**config.mk**
```make
export PLATFORM = sky130hd
export DESIGN_NAME = paoc_top
export DESIGN_NICKNAME = d
export VERILOG_FILES = /design/src/verilog/paoc_alu.v /design/src/verilog/paoc_irq.v /design/src/verilog/paoc_top.v
export VERILOG_INCLUDE_DIRS = /design/src /design/src/verilog
export SDC_FILE = /design/constraint.sdc
export NUM_CORES = 1
export LEC_CHECK = 0
export ABC_AREA = 1
export BUFFER_PORTS_ARGS = -buffer_cell sky130_fd_sc_hd__buf_2
export CORE_MARGIN = 3
export CORE_UTILIZATION = 26
export CTS_CLUSTER_DIAMETER = 120
export DETAILED_ROUTE_END_ITERATION = 8
export SLEW_MARGIN = 25
export SYNTH_ARGS = -nofsm -noshare
export SYNTH_HDL_FRONTEND = slang
export SYNTH_SLANG_ARGS = --single-unit
```
**constraint.sdc**
```tcl
create_clock -name i_sys_clk -period 9.7 [get_ports i_sys_clk]
set_input_delay 1.94 -clock i_sys_clk [delete_from_list [all_inputs] [get_ports i_sys_clk]]
set_output_delay 1.94 -clock i_sys_clk [all_outputs]
set_load 0.05 [all_outputs]
```
**src/verilog/paoc_defs.vh**
```
// Constants for the post-processing ALU operand control block.
// Assumes inclusion by bare name from the block's design files.
`ifndef PAOC_DEFS_VH
`define PAOC_DEFS_VH

`define PAOC_ADDR_W 8
`define PAOC_DATA_W 32
`define PAOC_HALF_W 16
`define PAOC_THR_W 32

`define PAOC_OFF_CTRL 8'h00
`define PAOC_OFF_A 8'h04
`define PAOC_OFF_B 8'h08
`define PAOC_OFF_C 8'h0c
`define PAOC_OFF_D 8'h10
`define PAOC_OFF_X 8'h14
`define PAOC_OFF_SUM 8'h18

`define PAOC_BIT_EN 0
`define PAOC_BIT_IDLE 1
`define PAOC_BIT_INVERT_A_SELECT 2
`define PAOC_BIT_C2A 3
`define PAOC_BIT_S2B 4
`define PAOC_BIT_C2D 5
`define PAOC_BIT_CARRY 7

`define PAOC_CUP_HI 31
`define PAOC_CUP_LO 16

`define PAOC_ZERO32 32'h0000_0000
`define PAOC_ZERO16 16'h0000
`define PAOC_IDLE_RST 1'b1

`endif

```
**src/verilog/paoc_alu.v**
```verilog
// Operand steering, signed multiplier and 32-bit adder.
// Assumes register values come from flip-flops on the same clock.
`timescale 1ns/1ps
`default_nettype none
`include "paoc_defs.vh"

module paoc_alu (
	input wire [`PAOC_DATA_W-1:0] i_a, // A register
	input wire [`PAOC_DATA_W-1:0] i_b, // B register, adder b operand
	input wire [`PAOC_DATA_W-1:0] i_c, // C register
	input wire [`PAOC_HALF_W-1:0] i_d, // D register
	input wire [`PAOC_HALF_W-1:0] i_x, // Multiplier x operand
	input wire i_upper_c_to_mult_select, // C upper half to d
	input wire i_c_to_adder_select, // C to adder a
	input wire i_invert_a_select, // One's complement of A
	input wire i_adder_carry_in, // Adder carry input
	output wire [`PAOC_DATA_W-1:0] o_sum, // Adder sum s
	output wire [`PAOC_DATA_W-1:0] o_product // Signed product p
);

	wire [`PAOC_HALF_W-1:0] d_operand;
	wire [`PAOC_DATA_W-1:0] a_from_a;
	wire [`PAOC_DATA_W-1:0] a_operand;

	assign d_operand = i_upper_c_to_mult_select ? // RL1
		i_c[`PAOC_CUP_HI:`PAOC_CUP_LO] : i_d;
	assign a_from_a = i_invert_a_select ? ~i_a : i_a; // RL7
	assign a_operand = i_c_to_adder_select ? i_c : a_from_a; // RL5 RL6
	assign o_sum = a_operand + i_b +
		{{(`PAOC_DATA_W-1){1'b0}}, i_adder_carry_in}; // RL13
	assign o_product = $signed(i_x) * $signed(d_operand);

endmodule
`default_nettype wire

```
**src/verilog/paoc_irq.v**
```verilog
// Routes engine events to the processor and fabric interrupt lines.
// Assumes event inputs are single-clock pulses from same-clock logic.
`timescale 1ns/1ps
`default_nettype none
`include "paoc_defs.vh"

module paoc_irq (
	input wire i_sys_clk, // System clock
	input wire i_srst, // Synchronous reset, high
	input wire i_postproc_enable, // Engine enabled
	input wire [`PAOC_THR_W-1:0] i_thresh_evt, // Threshold events
	input wire i_seq_general_evt, // Sequencer general event
	input wire i_seq_conv_evt, // Conversion event
	input wire i_seq_cal_evt, // Calibration event
	input wire i_seq_cmp_evt, // Comparator event
	output reg [`PAOC_THR_W-1:0] o_fabric_thresh_flags, // To fabric
	output reg o_postproc_irq, // Threshold interrupt
	output reg o_seq_irq, // Sequencer interrupt
	output wire o_proc_irq // Combined line to processor
);

	wire [`PAOC_THR_W-1:0] thresh_gated;

	// Threshold flags only mean something while the engine runs
	assign thresh_gated = i_postproc_enable ? i_thresh_evt :
		{`PAOC_THR_W{1'b0}};

	always @(posedge i_sys_clk) begin
		if (i_srst) begin
			o_fabric_thresh_flags <= {`PAOC_THR_W{1'b0}};
			o_postproc_irq <= 1'b0;
			o_seq_irq <= 1'b0;
		end else begin
			o_fabric_thresh_flags <= thresh_gated; // RL11
			o_postproc_irq <= |thresh_gated; // RL11
			o_seq_irq <= i_seq_general_evt | i_seq_conv_evt |
				i_seq_cal_evt | i_seq_cmp_evt; // RL11
		end
	end

	// Masking is left to the receiver; the merge itself holds no state
	assign o_proc_irq = o_postproc_irq | o_seq_irq; // RL10

endmodule
`default_nettype wire

```
**src/verilog/paoc_top.v**
```verilog
// Post-processing ALU operand control register with APB slave access.
// Assumes an APB master on i_sys_clk and engine logic on the same clock.
// Behaviour
// RL1 - Writing one to bit 5 feeds C[31:16] to the multiplier d operand.
// RL2 - Bits 5 and 4 are pulses that clear themselves one clock later.
// RL3 - Writing one to bit 4 loads the adder sum into B.
// RL4 - With bit 4 low, B takes the signed product on each multiply update.
// RL5 - With bit 3 high, the full C register is the adder a operand.
// RL6 - With bit 3 low, adder a comes from A or its complement.
// RL7 - Bit 2 high selects the one's complement of A, low selects A.
// RL8 - Bit 1 reads one when the engine is idle, resets to one.
// RL9 - Bit 0 enables the engine, resets to zero, written only over APB.
// RL10 - Interrupts of both engines reach the processor and the fabric.
// RL11 - Threshold and sequencer event classes each raise interrupts.
// RL12 - The receiver services, masks or ignores these interrupts.
// RL13 - Bit 7 drives the carry input of the 32-bit adder.
// RL14 - Writes to the idle bit do nothing; pulse bits normally read zero.
`timescale 1ns/1ps
`default_nettype none
`include "paoc_defs.vh"

module paoc_top (
	input wire i_sys_clk, // Bus clock
	input wire i_srst, // Synchronous reset, high
	input wire i_psel, // APB select
	input wire i_penable, // APB enable
	input wire i_pwrite, // APB write
	input wire [`PAOC_ADDR_W-1:0] i_paddr, // APB byte address
	input wire [`PAOC_DATA_W-1:0] i_pwdata, // APB write data
	output wire o_pready, // APB ready
	output reg [`PAOC_DATA_W-1:0] o_prdata, // APB read data
	output wire o_pslverr, // APB error
	input wire i_engine_busy, // Engine processing
	input wire [`PAOC_THR_W-1:0] i_thresh_evt, // Threshold events
	input wire i_seq_general_evt, // Sequencer general event
	input wire i_seq_conv_evt, // Conversion event
	input wire i_seq_cal_evt, // Calibration event
	input wire i_seq_cmp_evt, // Comparator event
	output wire o_postproc_enable, // Engine enable
	output wire o_postproc_idle_flag, // Idle status
	output wire [`PAOC_DATA_W-1:0] o_b_value, // B register
	output wire [`PAOC_THR_W-1:0] o_fabric_thresh_flags, // To fabric
	output wire o_postproc_irq, // Threshold interrupt
	output wire o_seq_irq, // Sequencer interrupt
	output wire o_proc_irq // Processor interrupt
);

	reg postproc_enable_reg;
	reg postproc_idle_flag_reg;
	reg invert_a_select_reg;
	reg c_to_adder_select_reg;
	reg sum_to_b_select_reg;
	reg upper_c_to_mult_select_reg;
	reg adder_carry_in_reg;
	reg [`PAOC_DATA_W-1:0] a_reg;
	reg [`PAOC_DATA_W-1:0] b_reg;
	reg [`PAOC_DATA_W-1:0] b_next;
	reg [`PAOC_DATA_W-1:0] c_reg;
	reg [`PAOC_HALF_W-1:0] d_reg;
	reg [`PAOC_HALF_W-1:0] x_reg;
	reg [`PAOC_DATA_W-1:0] rd_next;

	wire access_phase;
	wire unmapped_access;
	wire wr_access;
	wire rd_setup;
	wire wr_ctrl;
	wire wr_a;
	wire wr_b;
	wire wr_c;
	wire wr_d;
	wire wr_x;
	wire mult_update;
	reg [`PAOC_DATA_W-1:0] ctrl_view;
	wire [`PAOC_DATA_W-1:0] alu_sum;
	wire [`PAOC_DATA_W-1:0] alu_product;

	function hit;
		input [`PAOC_ADDR_W-1:0] addr;
		input [`PAOC_ADDR_W-1:0] off;
		begin
			hit = (addr == off);
		end
	endfunction

	function mapped;
		input [`PAOC_ADDR_W-1:0] addr;
		begin
			mapped = hit(addr, `PAOC_OFF_CTRL) | hit(addr, `PAOC_OFF_A) |
				hit(addr, `PAOC_OFF_B) | hit(addr, `PAOC_OFF_C) |
				hit(addr, `PAOC_OFF_D) | hit(addr, `PAOC_OFF_X) |
				hit(addr, `PAOC_OFF_SUM);
		end
	endfunction

	// Zero wait states; the register file never stalls the master
	assign o_pready = 1'b1;
	assign access_phase = i_psel & i_penable;
	// Unmapped access flags an error but touches no state
	assign unmapped_access = access_phase & ~mapped(i_paddr);
	assign o_pslverr = unmapped_access;
	assign wr_access = access_phase & i_pwrite & mapped(i_paddr);
	assign rd_setup = i_psel & ~i_penable & ~i_pwrite;
	// Only the APB path can write the enable bit
	assign wr_ctrl = wr_access & hit(i_paddr, `PAOC_OFF_CTRL); // RL9
	// One strobe per data register, live in the access cycle only
	assign wr_a = wr_access & hit(i_paddr, `PAOC_OFF_A);
	assign wr_b = wr_access & hit(i_paddr, `PAOC_OFF_B);
	assign wr_c = wr_access & hit(i_paddr, `PAOC_OFF_C);
	assign wr_d = wr_access & hit(i_paddr, `PAOC_OFF_D);
	assign wr_x = wr_access & hit(i_paddr, `PAOC_OFF_X);

	// Product is taken into B when x or d is written or C feeds d
	assign mult_update = wr_x | wr_d | upper_c_to_mult_select_reg;

	// Enable has its own process: only the bus write path reaches it
	always @(posedge i_sys_clk) begin
		if (i_srst) begin
			postproc_enable_reg <= 1'b0;
		end else if (wr_ctrl) begin
			postproc_enable_reg <= i_pwdata[`PAOC_BIT_EN]; // RL9
		end
	end

	// Steering bits hold until the next control write
	always @(posedge i_sys_clk) begin
		if (i_srst) begin
			invert_a_select_reg <= 1'b0;
			c_to_adder_select_reg <= 1'b0;
			adder_carry_in_reg <= 1'b0;
		end else if (wr_ctrl) begin
			invert_a_select_reg <= i_pwdata[`PAOC_BIT_INVERT_A_SELECT]; // RL7
			c_to_adder_select_reg <= i_pwdata[`PAOC_BIT_C2A]; // RL5
			adder_carry_in_reg <= i_pwdata[`PAOC_BIT_CARRY]; // RL13
		end
	end

	// Pulse bits: a write sets them, any other cycle clears them, so
	// each lasts one clock since two control writes never abut
	always @(posedge i_sys_clk) begin
		if (i_srst) begin
			upper_c_to_mult_select_reg <= 1'b0;
			sum_to_b_select_reg <= 1'b0;
		end else if (wr_ctrl) begin
			upper_c_to_mult_select_reg <= i_pwdata[`PAOC_BIT_C2D]; // RL1
			sum_to_b_select_reg <= i_pwdata[`PAOC_BIT_S2B]; // RL3
		end else begin
			upper_c_to_mult_select_reg <= 1'b0; // RL2
			sum_to_b_select_reg <= 1'b0; // RL2
		end
	end

	// Idle bit follows the engine only; bus writes never reach it
	always @(posedge i_sys_clk) begin
		if (i_srst) begin
			postproc_idle_flag_reg <= `PAOC_IDLE_RST; // RL8
		end else begin
			postproc_idle_flag_reg <= ~i_engine_busy; // RL8 RL14
		end
	end

	// Data registers, each loaded only by its own strobe
	always @(posedge i_sys_clk) begin
		if (i_srst) begin
			a_reg <= `PAOC_ZERO32;
		end else if (wr_a) begin
			a_reg <= i_pwdata;
		end
	end

	always @(posedge i_sys_clk) begin
		if (i_srst) begin
			c_reg <= `PAOC_ZERO32;
		end else if (wr_c) begin
			c_reg <= i_pwdata;
		end
	end

	// D and X keep the low half; upper write bits are dropped
	always @(posedge i_sys_clk) begin
		if (i_srst) begin
			d_reg <= `PAOC_ZERO16;
		end else if (wr_d) begin
			d_reg <= i_pwdata[`PAOC_HALF_W-1:0];
		end
	end

	always @(posedge i_sys_clk) begin
		if (i_srst) begin
			x_reg <= `PAOC_ZERO16;
		end else if (wr_x) begin
			x_reg <= i_pwdata[`PAOC_HALF_W-1:0];
		end
	end

	// Multiply on an x or d write uses the new operand next cycle
	reg mult_pending_reg;
	always @(posedge i_sys_clk) begin
		if (i_srst) begin
			mult_pending_reg <= 1'b0;
		end else begin
			mult_pending_reg <= mult_update & ~upper_c_to_mult_select_reg;
		end
	end

	// The sum pulse wins over a product update in the same cycle
	always @* begin
		b_next = b_reg;
		if (sum_to_b_select_reg) begin
			b_next = alu_sum; // RL3
		end else if (mult_pending_reg | upper_c_to_mult_select_reg) begin
			b_next = alu_product; // RL4
		end else if (wr_b) begin
			b_next = i_pwdata;
		end
	end

	// B has three writers; b_next above ranks them
	always @(posedge i_sys_clk) begin
		if (i_srst) begin
			b_reg <= `PAOC_ZERO32;
		end else begin
			b_reg <= b_next;
		end
	end

	paoc_alu u_alu (
		.i_a(a_reg),
		.i_b(b_reg),
		.i_c(c_reg),
		.i_d(d_reg),
		.i_x(x_reg),
		.i_upper_c_to_mult_select(upper_c_to_mult_select_reg),
		.i_c_to_adder_select(c_to_adder_select_reg),
		.i_invert_a_select(invert_a_select_reg),
		.i_adder_carry_in(adder_carry_in_reg),
		.o_sum(alu_sum),
		.o_product(alu_product)
	);

	// Reserved bits stay zero; pulse bits read live
	always @* begin
		ctrl_view = `PAOC_ZERO32;
		ctrl_view[`PAOC_BIT_EN] = postproc_enable_reg;
		ctrl_view[`PAOC_BIT_IDLE] = postproc_idle_flag_reg;
		ctrl_view[`PAOC_BIT_INVERT_A_SELECT] = invert_a_select_reg;
		ctrl_view[`PAOC_BIT_C2A] = c_to_adder_select_reg;
		ctrl_view[`PAOC_BIT_S2B] = sum_to_b_select_reg; // RL14
		ctrl_view[`PAOC_BIT_C2D] = upper_c_to_mult_select_reg; // RL14
		ctrl_view[`PAOC_BIT_CARRY] = adder_carry_in_reg;
	end

	// Read data is captured in the setup phase, stable in access
	always @* begin
		rd_next = `PAOC_ZERO32;
		if (hit(i_paddr, `PAOC_OFF_CTRL)) begin
			rd_next = ctrl_view;
		end else if (hit(i_paddr, `PAOC_OFF_A)) begin
			rd_next = a_reg;
		end else if (hit(i_paddr, `PAOC_OFF_B)) begin
			rd_next = b_reg;
		end else if (hit(i_paddr, `PAOC_OFF_C)) begin
			rd_next = c_reg;
		end else if (hit(i_paddr, `PAOC_OFF_D)) begin
			rd_next = {`PAOC_ZERO16, d_reg};
		end else if (hit(i_paddr, `PAOC_OFF_X)) begin
			rd_next = {`PAOC_ZERO16, x_reg};
		end else if (hit(i_paddr, `PAOC_OFF_SUM)) begin
			rd_next = alu_sum;
		end
	end

	always @(posedge i_sys_clk) begin
		if (i_srst) begin
			o_prdata <= `PAOC_ZERO32;
		end else if (rd_setup) begin
			o_prdata <= rd_next;
		end
	end

	assign o_postproc_enable = postproc_enable_reg;
	assign o_postproc_idle_flag = postproc_idle_flag_reg;
	assign o_b_value = b_reg;

	paoc_irq u_irq (
		.i_sys_clk(i_sys_clk),
		.i_srst(i_srst),
		.i_postproc_enable(postproc_enable_reg),
		.i_thresh_evt(i_thresh_evt),
		.i_seq_general_evt(i_seq_general_evt),
		.i_seq_conv_evt(i_seq_conv_evt),
		.i_seq_cal_evt(i_seq_cal_evt),
		.i_seq_cmp_evt(i_seq_cmp_evt),
		.o_fabric_thresh_flags(o_fabric_thresh_flags),
		.o_postproc_irq(o_postproc_irq),
		.o_seq_irq(o_seq_irq),
		.o_proc_irq(o_proc_irq)
	); // RL10 RL11

endmodule
`default_nettype wire
```
==> results.md <==
* Finish-stage setup viols at 0
* Critical Path Most Common Cell: nor2_1
* VDD IR max at 0.111 mV
* Post-synth EDFFs at 0
* Hold WS at 0.460 ns
* Fin nets at 3686
* Post-synth top area cell: fa_1
* Routed Antenna Nets at 0
* Iteration-0 DRC Markers at 1867
* CTS tree: built
* Total gr overflow at 0
* DRC Markers at 0
* CP top delay family: adder cells
* CTS max path bufs at 3
* # H-tree levels at 1
* Fin. max-slew vios at 0
* Setup TNS Final at 0 ns
* Synth Instances at 3119
* Die H at 296 um
* Worst Path Buf+Inv at 4
* CP required at 10.14 ns
* Dpl hpwl at 65900 um
* Crit Path Max Fanout at 26
* Critical path launch point type: register
* Placer Congestion at 0.955
* Sw Share at 25.0%
* Synth top area cells: fa_1, dfxtp_1, nand2_1
* Period utilization at 79.7%
* Pint at 1.39 mW
* P_sw at 0.462 mW
* Status: completed
* Pwr Density at 75.1 nW/um2
* DIE AREA at 87700 um2
* I/O pin cnt at 185
* Crit path to: o_b_value[25]$_SDFFE_PP0P_
* Most used DFF post-synth: dfxtp_1
* Crit. End Element: register
* Fin. Hold Viols at 0
* Gate power share at 4.5%
* Synth async-reset ratio at 0%
* Num rows at 105
* Actual slew at the worst max-slew pin at 0.877 ns
* Syn nets at 3577
* R2R Setup Slk at 1.97 ns
* ANT cells at 0
* Count of buffers from port buffering at 183
* Overall Global Routing Usage at 18.7%
* FF-to-FF path depth at 24
* CP cell instances: clkinv_1, nand2_1, nand2_1, nor2_1, fa_1, fa_1, fa_1, fa_1, fa_1, inv_1, fa_1, inv_1, ha_1, nand2_1, nor2_1, inv_1, nor3_1, nand2_1, nand3_1, nor2_1, nor2_1, nor2_1, nor2_1, nor2_1
* Core area at 82800 um2
* Multi-input gate area at 15200 um2
* Max Fclk at 129 MHz
* Post-layout min period at 7.73 ns
* Clock net sink count at 202
* Slowest cell delay on critical path at 0.95 ns
* Fillcell total at 9165
* Top-area cell type share of the netlist area at 24.1%
* Final wirelength at 82600 um
* Worst skew pair latency at 0.56 ns
* Vias in the first global route at 20200
* Yosys warns at 0
* Sequential area share after synthesis at 18.5%
* Leakage Power at 12.0 nW
* Hold Crit Class: register to register
* Worst Setup SP: upper_c_to_mult_select_reg$_SDFF_PP0_
* Worst path slowest cell: fa_1
* Cts hold-fix bufs at 0
* Arrival time worst endpoint at 8.17 ns
* Area of the mapped netlist at 21900 um2
* HP Start: o_prdata[0]$_SDFFE_PP0P_
* Slew HR at 41.5%
* Vias per inst at 4.83
* CTS root buffer: clkbuf_16
* Sequential Power Share at 44.9%
* Syn avg cell area at 7.02 um2
* Number of buffers created by CTS at 23
* Max-cap violation count at 0
* Cell variety after synth at 45
* R2r endpoint: o_b_value[25]$_SDFFE_PP0P_
* WL/cell at 19.1 um
* Worst reg2reg path startpoint: upper_c_to_mult_select_reg$_SDFF_PP0_
* Area Overhead vs Synth at 12.6%
* Largest net degree at the start of global routing at 71
* Clk slew on worst S/H paths at 0.07 ns
* Initial antenna violation count at 2
* Setup CP Type: register to register
* Levels on crit path at 24
* Unrepaired setup endpoints after global routing: false
* Via count at 20800
* CTS resizes at 0
* Layout cell share with drive strength beyond 1 at 9.40%
* First-pass GRT wire length at 126000 um
* Clock share of power at 50.7%
* Total power at 1.85 mW
* FF+latch count, synth at 202
* FF/Latch Area at 4050 um2
* Starting Density at 26.4%
* Setup Buffers After CTS at 0
* DR pass1 iterations at 6
* Final core occ at 29.8%
* Layout Skew at 0.0239 ns
* Die width at 296 um
## worst min-delay path by stage
| stage | endpoint | slack, ns | depth (start not counted) |
|---|---|---|---|
| global placement | o_prdata[18]$_SDFFE_PP0P_ | 0.45 | 2 |
| global route | o_prdata[9]$_SDFFE_PP0P_ | 0.48 | 2 |
| finish | o_prdata[0]$_SDFFE_PP0P_ | 0.46 | 2 |
| floorplan | d_reg[10]$_SDFFE_PP0P_ | 0.45 | 2 |
| CTS | o_prdata[0]$_SDFFE_PP0P_ | 0.46 | 2 |
| detailed placement | o_prdata[0]$_SDFFE_PP0P_ | 0.45 | 2 |
## worst register-to-register path, stage by stage, from the launching register on
cell	delay, ns
dfxtp_1	0.85
clkinv_1	0.54
nand2_1	0.19
nand2_1	0.28
nor2_1	0.41
fa_1	0.61
fa_1	0.95
fa_1	0.54
fa_1	0.51
fa_1	0.51
inv_1	0.05
fa_1	0.48
inv_1	0.04
ha_1	0.35
nand2_1	0.12
nor2_1	0.24
inv_1	0.14
nor3_1	0.20
nand2_1	0.07
nand3_1	0.15
nor2_1	0.05
nor2_1	0.15
nor2_1	0.07
nor2_1	0.08
nor2_1	0.04
## power groups by stage
stage / clock (mW) / combinational [mW] / sequential, mW
global placement: 0 / 0.0826 / 0.849
detailed placement: 0 / 0.0822 / 0.849
global route: 0.986 / 0.0881 / 0.830
floorplan: 0 / 0.0331 / 0.852
finish: 0.938 / 0.0824 / 0.830
CTS: 0.961 / 0.0826 / 0.831
## layout by cell type (no fill, tap or decap), drive strengths merged, types with 6 or more instances in the layout
cell type	count
a211oi	38
o21ai	139
clkbuf	31
o211ai	10
nand4	30
nand2	664
nor2	417
dfxtp	202
xor2	17
o21bai	11
nand3	152
buf	212
a21oi	280
nor4	6
clkinv	15
inv	554
xnor2	34
a31oi	6
fa	264
nor3	14
ha	112
## cell families after synthesis
group / after synthesis / synth area share (%)
xor gates and xnor gates: 51 / 2.04
buffers and inverters: 690 / 12.1
and+or+nand+nor: 1296 / 24.0
adders and majority gates: 376 / 30.6
DFF: 202 / 18.5
other: 1 / 0.0171
AOI/OAI and AO/OA: 503 / 12.9
## area by class of cell
class	instances	area share [%]
clock buffers	31	2.70
clock inverters	11	0.493
inverters	562	8.56
multi-input cells	2227	61.8
flip-flops and latches	202	16.4
well taps	1070	5.43
repair buffers	212	4.61
## layer usage
layer	GRT usage [%]	wire (um)	vias up	part of all wire, %
met2	29.2	35700	902	43
met4	4.86	2490	4	3.0
li1	-	-	9878	-
met1	26.6	37400	9913	45
met3	3.25	6960	127	8.4
met5	0	25	-	0.030
## through the flow
stage               worst slack (ns)  cell area [um2]  cells
floorplan                       3.70            21900   3119
global placement                2.14            23800   4273
detailed placement              2.10            23800   4273
CTS                             2.06            24600   4315
global route                    1.42            24600   4315
finish                          1.97            24600   4315
## cells in the mapped netlist (2+ instances only)
library cell / n
clkinv_1: 10
or2_2: 5
nand2_2: 3
inv_1: 542
nor3_1: 14
buf_4: 4
o21ai_0: 132
nand3_1: 151
a21oi_1: 280
a21o_1: 5
and2_1: 3
nand3b_1: 4
nand4_1: 30
a211oi_2: 17
nor2_2: 6
xor2_1: 17
o21bai_1: 11
a31oi_1: 6
buf_2: 30
nand2_1: 660
nor2_1: 411
dfxtp_1: 202
o21a_1: 4
o22ai_1: 3
ha_1: 112
nor4_1: 5
o211ai_1: 10
inv_2: 10
fa_1: 264
a211oi_1: 21
buf_1: 6
xnor2_1: 34
a21boi_0: 2
clkbuf_1: 88
o21ai_1: 7
Power figures use the tool's default switching activity.
